===== src/logic/aon_analog_pkg.sv =====
// Constants and types for the always-on analog control register bank.
package aon_analog_pkg;
  localparam int REG_N = 6;
  localparam int CODE_W = 14;
  localparam int REG_CAL = 0;
  localparam int REG_XTAL = 1;
  localparam int REG_CMP = 2;
  localparam int REG_AR = 3;
  localparam int REG_BT = 4;
  localparam int REG_CR = 5;
  localparam logic [11:0] REG_OFF [REG_N] = '{
    12'h0BC, 12'h0C0, 12'h0C4, 12'h0C8, 12'h0D0, 12'h0D4};
  localparam logic [31:0] RW_MASK [REG_N] = '{
    32'h00FC0000, 32'h00007E7C, 32'h000003FC,
    32'h000FFC00, 32'h000FF000, 32'h00007F9F};
  localparam logic [31:0] RST_VAL [REG_N] = '{
    32'h00180000, 32'h00000204, 32'h00000100,
    32'h00012800, 32'h0004A000, 32'h00002510};
  localparam int CAL_EXT_BIT = 23;
  localparam int CAL_DIV_LO = 19;
  localparam int CAL_DIV_W = 3;
  localparam int CAL_PERMIT_BIT = 18;
  localparam int CAL_CODE_LO = 4;
  localparam int CAL_RUN_BIT = 3;
  localparam int CAL_LVL_BIT = 2;
  localparam int CAL_RDY_BIT = 1;
  localparam int CAL_DONE_BIT = 0;
  localparam int XT_EN_BIT = 12;
  localparam int XT_EXT_BIT = 11;
  localparam int XT_ASSIST_LO = 2;
  localparam int XT_LVL_BIT = 1;
  localparam int XT_RDY_BIT = 0;
  localparam int CMP_HYST_LO = 7;
  localparam int CMP_EN_BIT = 6;
  localparam int CMP_DIFF_BIT = 5;
  localparam int CMP_REF_LO = 2;
  localparam int CMP_RDY_BIT = 1;
  localparam int CMP_OUT_BIT = 0;
  localparam int AR_EN_BIT = 17;
  localparam int AR_RDY_BIT = 9;
  localparam int AR_OUT_BIT = 8;
  localparam int BT_EN_BIT = 19;
  localparam int BT_TRIG_LO = 16;
  localparam int BT_RDY_BIT = 11;
  localparam int BT_OUT_BIT = 10;
  localparam int CR_EN_BIT = 14;
  localparam int CR_FILT_LO = 7;
  localparam int CR_RDY_BIT = 6;
  localparam int CR_OUT_BIT = 5;

  typedef struct packed {
    logic [31:0] slow_osc;
    logic [31:0] crystal;
    logic [31:0] comparator;
    logic [31:0] analog_rail;
    logic [31:0] battery;
    logic [31:0] core_rail;
  } analog_ctrl_t;

  typedef struct packed {
    logic [CODE_W-1:0] slow_osc_calibrated_code;
    logic slow_osc_cal_running;
    logic slow_osc_level;
    logic slow_osc_ready;
    logic slow_osc_cal_complete;
    logic crystal_level;
    logic crystal_osc_ready;
    logic comparator_ready;
    logic comparator_output;
    logic analog_rail_detector_ready;
    logic analog_rail_brownout_flag;
    logic battery_detector_ready;
    logic battery_brownout_flag;
    logic core_rail_detector_ready;
    logic core_rail_brownout_flag;
  } analog_stat_t;
endpackage


===== src/logic/aon_analog_ctrl_regs.sv =====
// Register bank for the always-on oscillators, comparator and detectors.
module aon_analog_ctrl_regs
  import aon_analog_pkg::*;
#(
  parameter int ADDR_W = 12
) (
  input wire logic clock,
  input wire logic arst_n,
  input wire logic ce,
  input wire logic [ADDR_W-1:0] addr,
  input wire logic [31:0] wdata,
  input wire logic wr_stb,
  input wire logic rd_stb,
  output logic [31:0] rdata,
  output analog_ctrl_t ctrl,
  input wire analog_stat_t stat_in
);

  localparam int SW = $bits(analog_stat_t);

  // Fewer than eight address bits would alias the register offsets.
  if (ADDR_W < 8 || ADDR_W > 32) begin : g_addr_w_check
    $error("ADDR_W must lie between 8 and 32.");
  end

  function automatic logic reg_hit(
    input logic [ADDR_W-1:0] a,
    input int i
  );
    reg_hit = (a == ADDR_W'(REG_OFF[i]));
  endfunction

  // Every bit that carries a field in a register; all others read zero.
  function automatic logic [31:0] live_bits(input int i);
    logic [31:0] m;
    m = RW_MASK[i];
    case (i)
      REG_CAL: begin
        m[CAL_CODE_LO +: CODE_W] = {CODE_W{1'b1}};
        m[CAL_RUN_BIT] = 1'b1;
        m[CAL_LVL_BIT] = 1'b1;
        m[CAL_RDY_BIT] = 1'b1;
        m[CAL_DONE_BIT] = 1'b1;
      end
      REG_XTAL: begin
        m[XT_LVL_BIT] = 1'b1;
        m[XT_RDY_BIT] = 1'b1;
      end
      REG_CMP: begin
        m[CMP_RDY_BIT] = 1'b1;
        m[CMP_OUT_BIT] = 1'b1;
      end
      REG_AR: begin
        m[AR_RDY_BIT] = 1'b1;
        m[AR_OUT_BIT] = 1'b1;
      end
      REG_BT: begin
        m[BT_RDY_BIT] = 1'b1;
        m[BT_OUT_BIT] = 1'b1;
      end
      REG_CR: begin
        m[CR_RDY_BIT] = 1'b1;
        m[CR_OUT_BIT] = 1'b1;
      end
      default: m = 32'h00000000;
    endcase
    return m;
  endfunction

  // Analog status arrives with no relation to this clock.
  // Three stages, and a change is taken only once the last two agree.
  logic [SW-1:0] s1_r;
  logic [SW-1:0] s2_r;
  logic [SW-1:0] s3_r;
  logic [SW-1:0] st_r;
  logic [SW-1:0] st_nxt;
  logic [SW-1:0] agree;
  analog_stat_t st;

  assign agree = ~(s2_r ^ s3_r);
  assign st_nxt = (st_r & ~agree) | (s3_r & agree);
  assign st = analog_stat_t'(st_r);

  always_ff @(posedge clock or negedge arst_n) begin
    if (!arst_n) begin
      s1_r <= '0;
      s2_r <= '0;
      s3_r <= '0;
      st_r <= '0;
    end else if (ce) begin
      s1_r <= stat_in;
      s2_r <= s1_r;
      s3_r <= s2_r;
      st_r <= st_nxt;
    end
  end

  // The code is caught only as completion rises, so a code that
  // moves during a new run never shows as a finished result.
  logic done_d_r;
  logic [CODE_W-1:0] code_r;
  logic [CODE_W-1:0] code_nxt;
  logic done_rise;

  assign done_rise = st.slow_osc_cal_complete && !done_d_r;
  assign code_nxt = done_rise ? st.slow_osc_calibrated_code : code_r;

  always_ff @(posedge clock or negedge arst_n) begin
    if (!arst_n) begin
      done_d_r <= 1'b0;
      code_r <= '0;
    end else if (ce) begin
      done_d_r <= st.slow_osc_cal_complete;
      code_r <= code_nxt;
    end
  end

  // Control registers keep only their writable bits, so reserved
  // bits always read back as zero whatever software wrote.
  logic [REG_N-1:0] hit;
  logic [31:0] ctl_r [REG_N];
  logic [31:0] ctl_nxt [REG_N];
  logic [31:0] stat_word [REG_N];
  logic [31:0] rd_part [REG_N];
  logic [31:0] rd_acc [REG_N+1];
  logic [31:0] live_acc [REG_N+1];

  genvar gi;
  generate
    for (gi = 0; gi < REG_N; gi++) begin : g_reg
      assign hit[gi] = reg_hit(addr, gi);
      assign ctl_nxt[gi] = wdata & RW_MASK[gi];
      assign rd_part[gi] = hit[gi] ?
        (ctl_r[gi] | stat_word[gi]) : 32'h00000000;
      assign rd_acc[gi+1] = rd_acc[gi] | rd_part[gi];
      assign live_acc[gi+1] = live_acc[gi] |
        (hit[gi] ? live_bits(gi) : 32'h00000000);
      always_ff @(posedge clock or negedge arst_n) begin
        if (!arst_n) begin
          ctl_r[gi] <= RST_VAL[gi];
        end else if (ce && wr_stb && hit[gi]) begin
          ctl_r[gi] <= ctl_nxt[gi];
        end
      end
    end
  endgenerate

  assign rd_acc[0] = 32'h00000000;
  assign live_acc[0] = 32'h00000000;

  always_comb begin
    stat_word[REG_CAL] = 32'h00000000;
    stat_word[REG_CAL][CAL_CODE_LO +: CODE_W] = code_r;
    stat_word[REG_CAL][CAL_RUN_BIT] = st.slow_osc_cal_running;
    stat_word[REG_CAL][CAL_LVL_BIT] = st.slow_osc_level;
    stat_word[REG_CAL][CAL_RDY_BIT] = st.slow_osc_ready;
    stat_word[REG_CAL][CAL_DONE_BIT] = st.slow_osc_cal_complete;
    stat_word[REG_XTAL] = 32'h00000000;
    stat_word[REG_XTAL][XT_LVL_BIT] = st.crystal_level;
    stat_word[REG_XTAL][XT_RDY_BIT] = st.crystal_osc_ready;
    stat_word[REG_CMP] = 32'h00000000;
    stat_word[REG_CMP][CMP_RDY_BIT] = st.comparator_ready;
    stat_word[REG_CMP][CMP_OUT_BIT] = st.comparator_output;
    stat_word[REG_AR] = 32'h00000000;
    stat_word[REG_AR][AR_RDY_BIT] = st.analog_rail_detector_ready;
    stat_word[REG_AR][AR_OUT_BIT] = st.analog_rail_brownout_flag;
    stat_word[REG_BT] = 32'h00000000;
    stat_word[REG_BT][BT_RDY_BIT] = st.battery_detector_ready;
    stat_word[REG_BT][BT_OUT_BIT] = st.battery_brownout_flag;
    stat_word[REG_CR] = 32'h00000000;
    stat_word[REG_CR][CR_RDY_BIT] = st.core_rail_detector_ready;
    stat_word[REG_CR][CR_OUT_BIT] = st.core_rail_brownout_flag;
  end

  // Read data stand only in the cycle after the strobe; an unmapped
  // address falls out of every term and reads as zero.
  logic [31:0] rdata_r;
  logic [31:0] rdata_nxt;

  assign rdata_nxt = rd_stb ? rd_acc[REG_N] : 32'h00000000;

  always_ff @(posedge clock or negedge arst_n) begin
    if (!arst_n) begin
      rdata_r <= 32'h00000000;
    end else if (ce) begin
      rdata_r <= rdata_nxt;
    end
  end

  assign rdata = rdata_r;
  // Each control word goes to the analog side straight from its flop.
  assign ctrl.slow_osc = ctl_r[REG_CAL];
  assign ctrl.crystal = ctl_r[REG_XTAL];
  assign ctrl.comparator = ctl_r[REG_CMP];
  assign ctrl.analog_rail = ctl_r[REG_AR];
  assign ctrl.battery = ctl_r[REG_BT];
  assign ctrl.core_rail = ctl_r[REG_CR];
endmodule // aon_analog_ctrl_regs


===== config.mk =====
export PLATFORM = sky130hd
export DESIGN_NAME = aon_analog_ctrl_regs
export DESIGN_NICKNAME = d
export VERILOG_FILES = /design/src/logic/aon_analog_pkg.sv /design/src/logic/aon_analog_ctrl_regs.sv
export SDC_FILE = /design/constraint.sdc
export NUM_CORES = 1
export LEC_CHECK = 0
export ABC_AREA = 1
export BUFFER_PORTS_ARGS = -buffer_cell sky130_fd_sc_hd__clkbuf_2
export CAP_MARGIN = 0
export CORE_UTILIZATION = 25
export CTS_BUF_LIST = sky130_fd_sc_hd__clkbuf_8
export DETAILED_ROUTE_END_ITERATION = 10
export PLACE_DENSITY_LB_ADDON = 0.08
export SLEW_MARGIN = 5
export SYNTH_ARGS = -nofsm -noshare
export SYNTH_HDL_FRONTEND = slang
export SYNTH_SLANG_ARGS = --single-unit

===== constraint.sdc =====
create_clock -name clock -period 1.42 [get_ports clock]
set_clock_uncertainty 0.15 [all_clocks]
set_input_delay 0 -clock clock [delete_from_list [all_inputs] [get_ports clock]]
set_output_delay 0 -clock clock [all_outputs]
set_load 0.02 [all_outputs]

==> metrics.md <==
| Metric | Value |
|---|---|
| DRC Markers | 0 |
| Critical Path Sink Type | primary output |
| Synth top area share | about half |
| Status | finished, violations left |
| Setup CP Type | reg -> out |
| Die Height | about 200 um |
| Top cells by area, synth | dfrtp_1, nand2_1, buf_4 |
| Max-slew headroom | 54.1% |
| Slowest stage cell on the critical path | dfstp_2 |
| Fin crit period | approximately 1.4 ns |
| Final cell count without fillers | 2,036 |
| Synthesized area | 9820 sq um |
| Multi-input gate area | 3700 sq um |
| DRT antenna net count | 0 |
| Placed Cells | ~1,800 |
| Congestion Overflow GR | 0 |
| Crit share post-route | a little over nine tenths |
| Worst-skew pair later-pin latency | 0.54 ns |
| Crit-path max FO | 2 |
| Share of post-route cells with drive strength above 1 | 22.5% |
| Final Hold Slack | -0.00761 ns |
| Worst slew pin tran | just under 0.7 ns |
| Core ar. | a little under 40,000 sq um |
| Failing checks | hold timing |
| Pwr dens | 1080 nW/um^2 |
| Yosys top cell by area | dfrtp_1 |
| GRT Total Usage | between 10% and 20% |
| Fin nets | around 1,600 |
| Count leader, synth | nand2_1 |
| Syn Inst Count | 1,132 |
| H-tree levels | 2 |
| Clk pin slew, worst setup/hold paths | 0.05 ns |
| Final hold violation count | 2 |
| Cell depth of the worst setup path | 1 |
| Core Rows | slightly above 70 |
| First-pass GRT wire length | between 40 and 50 mm |
| Initial antenna violation count | 0 |
| CP max stage delay | 0.54 ns |
| Max Cap Viol | 0 |
| Initial core utilization | between 20 and 30% |
| VDD IR max | 561 uV |
| Static Leakage | between 7 and 8 nW |
| EDFF count, synth | 0 |
| Area Growth Syn to Fin | 38.6% |
| Via count | 8,132 |
| CTS tree | done |
| Hold Crit Class | in -> reg |
| FILL cells | 4,165 |
| Vias in the first global route | between 7,000 and 8,000 |
| Required time of the worst setup path | 1.27 ns |
| Num ports | between 300 and 400 |
| Die Width | between 200 and 250 um |
| Buffers on Ports | roughly 150 |
| Detail Placement HPWL | 19.0 mm |
| CP top delay family | flip-flops |
| Hold Crit Depth | 6 |
| Die area | 40,100 sq um |
| GPL Wtd Cong | around 0.76 |
| Final setup violation count | 0 |
| Clock sink count | 207 |
| Max Clock Freq | 731 MHz |
| DRT iter0 DRCs | 410 |
| Synthesis-stage register bit count | around 210 |
| Clk Tree Root Cell | clkbuf_8 |
| Synth cell count leaders | nand2_1, dfrtp_1, buf_4 |
| # diodes | 0 |
| Register Area | approximately 5200 sq um |
| Yosys Warn Count | 0 |
| Main flop type after synthesis | dfrtp_1 |
| Drt via density | approximately 4 |
| Max-slew violations | 0 |
| Asr flop ratio synth | between 90% and 100% |
| Critical path startpoint category | register |
| Largest net degree at the start of global routing | 41 |
| Worst path buffer plus inverter count | 1 |
| Wire per inst | roughly 14 um |
| Post-synth cell types | 29 |
| Final core occ | a little over a third |
| Mean Syn Cell Area | 8.68 sq um |
| Clock Path Buffers | 3 |
| Depth of the worst register-to-register path | 3 |
| CP Cell Sequence | clkbuf_8 |
| Worst path arrival time | roughly 1.2 ns |
| CTS Buf Count | 39 |
| Final WL | 28.8 mm |
| Seq/Total Area, Yosys | a little over half |
| Drt pass-1 iters | 4 |
| RSZ-0062 raised after global routing | false |
cells by family after synthesis:
family / synth area share, %
multiplexers: 1.49
AO/OA/AOI/OAI: 8.01
flip-flops: 52.9
buffers and inverters: 15.0
AND/OR/NAND/NOR: 22.5
other: 0.0382
final timing paths:
path	startpoint	end	slack (ns)
max in group asynchronous	arst_n	s2_r[26]	0.13
hold reg to reg	s1_r[18]	s2_r[18]	0.32
setup / recovery	ctrl[10]	ctrl[10]	0.05
hold / removal	ce	register	-0.008
min in group asynchronous	arst_n	s2_r[9]	0.32
setup reg to reg	ctrl[44]	ctrl[44]	0.06
per-layer routing:
layer | vias to the layer above | global-route usage (%) | part of all wire [%]
li1 | 4035 | - | -
met1 | 3817 | 20.9 | 50
met2 | 231 | 21.6 | 43
met3 | 49 | 2.52 | 4.8
met4 | 0 | 4.42 | 2.2
met5 | - | 0 | 0
layout by cell type, fill, tap and decap left out, types with 2 or more instances in the layout:
cell type and instances:
nand2_1 413, dfrtp_1 192, dlygate4sd3_1 147, conb_1 144, clkbuf_2 131, o21ai_0 92, nand3_1 69, clkbuf_8 61
inv_1 56, buf_4 45, nor2_1 37, o21ai_2 23, buf_12 16, dfstp_2 15, mux2_2 13, o21ai_1 8
o211ai_1 8, dlymetal6s4s_1 7, buf_8 7, nor2_2 5, nand2_2 5, inv_2 5, nor2_4 4, nand2_4 3
nand3_2 2, a21oi_2 2
stage by stage:
| step | setup TNS, ns | setup slack, ns | cell area, sq um | power (W) |
|---|---|---|---|---|
| floorplan | 0 | 0.0374 | 10400 | 0.00826 |
| global placement | -0.296 | -0.0417 | 11000 | 0.00861 |
| detailed placement | -0.900 | -0.0750 | 11000 | 0.00866 |
| CTS | -0.115 | -0.0181 | 13500 | 0.0151 |
| global route | 0 | 0.000617 | 13600 | 0.0156 |
| finish | 0 | 0.0514 | 13600 | 0.0148 |
where the power goes:
part | internal (W) | total (W) | leakage (nW) | switching [W]
Combinational | 0.000835 | 0.00195 | 3.99 | 0.00112
Sequential | 0.00652 | 0.00694 | 2.67 | 0.000425
Clock | 0.00326 | 0.00586 | 0.464 | 0.00260
Total | 0.0106 | 0.0148 | 7.13 | 0.00415
area by class of cell:
cell class | count | share of cell area (%)
inverter | 46 | 1.29
tap | 518 | 4.76
multi-input combinational | 833 | 27.2
sequential | 207 | 38.2
clock buffer | 52 | 5.26
timing repair buffer | 362 | 22.8
clock inverter | 18 | 0.561
timing repair:
item / in CTS / in global routing
buffers inserted: 11 / 4
endpoints found under the hold margin: 399 / 40
gates cloned: 0 / 0
resized for setup: 29 / 17
pin swaps: 0 / 1
hold buffers: 151 / 5
endpoints found under the setup margin: 15 / 90
(Power assumes the default switching activity.)
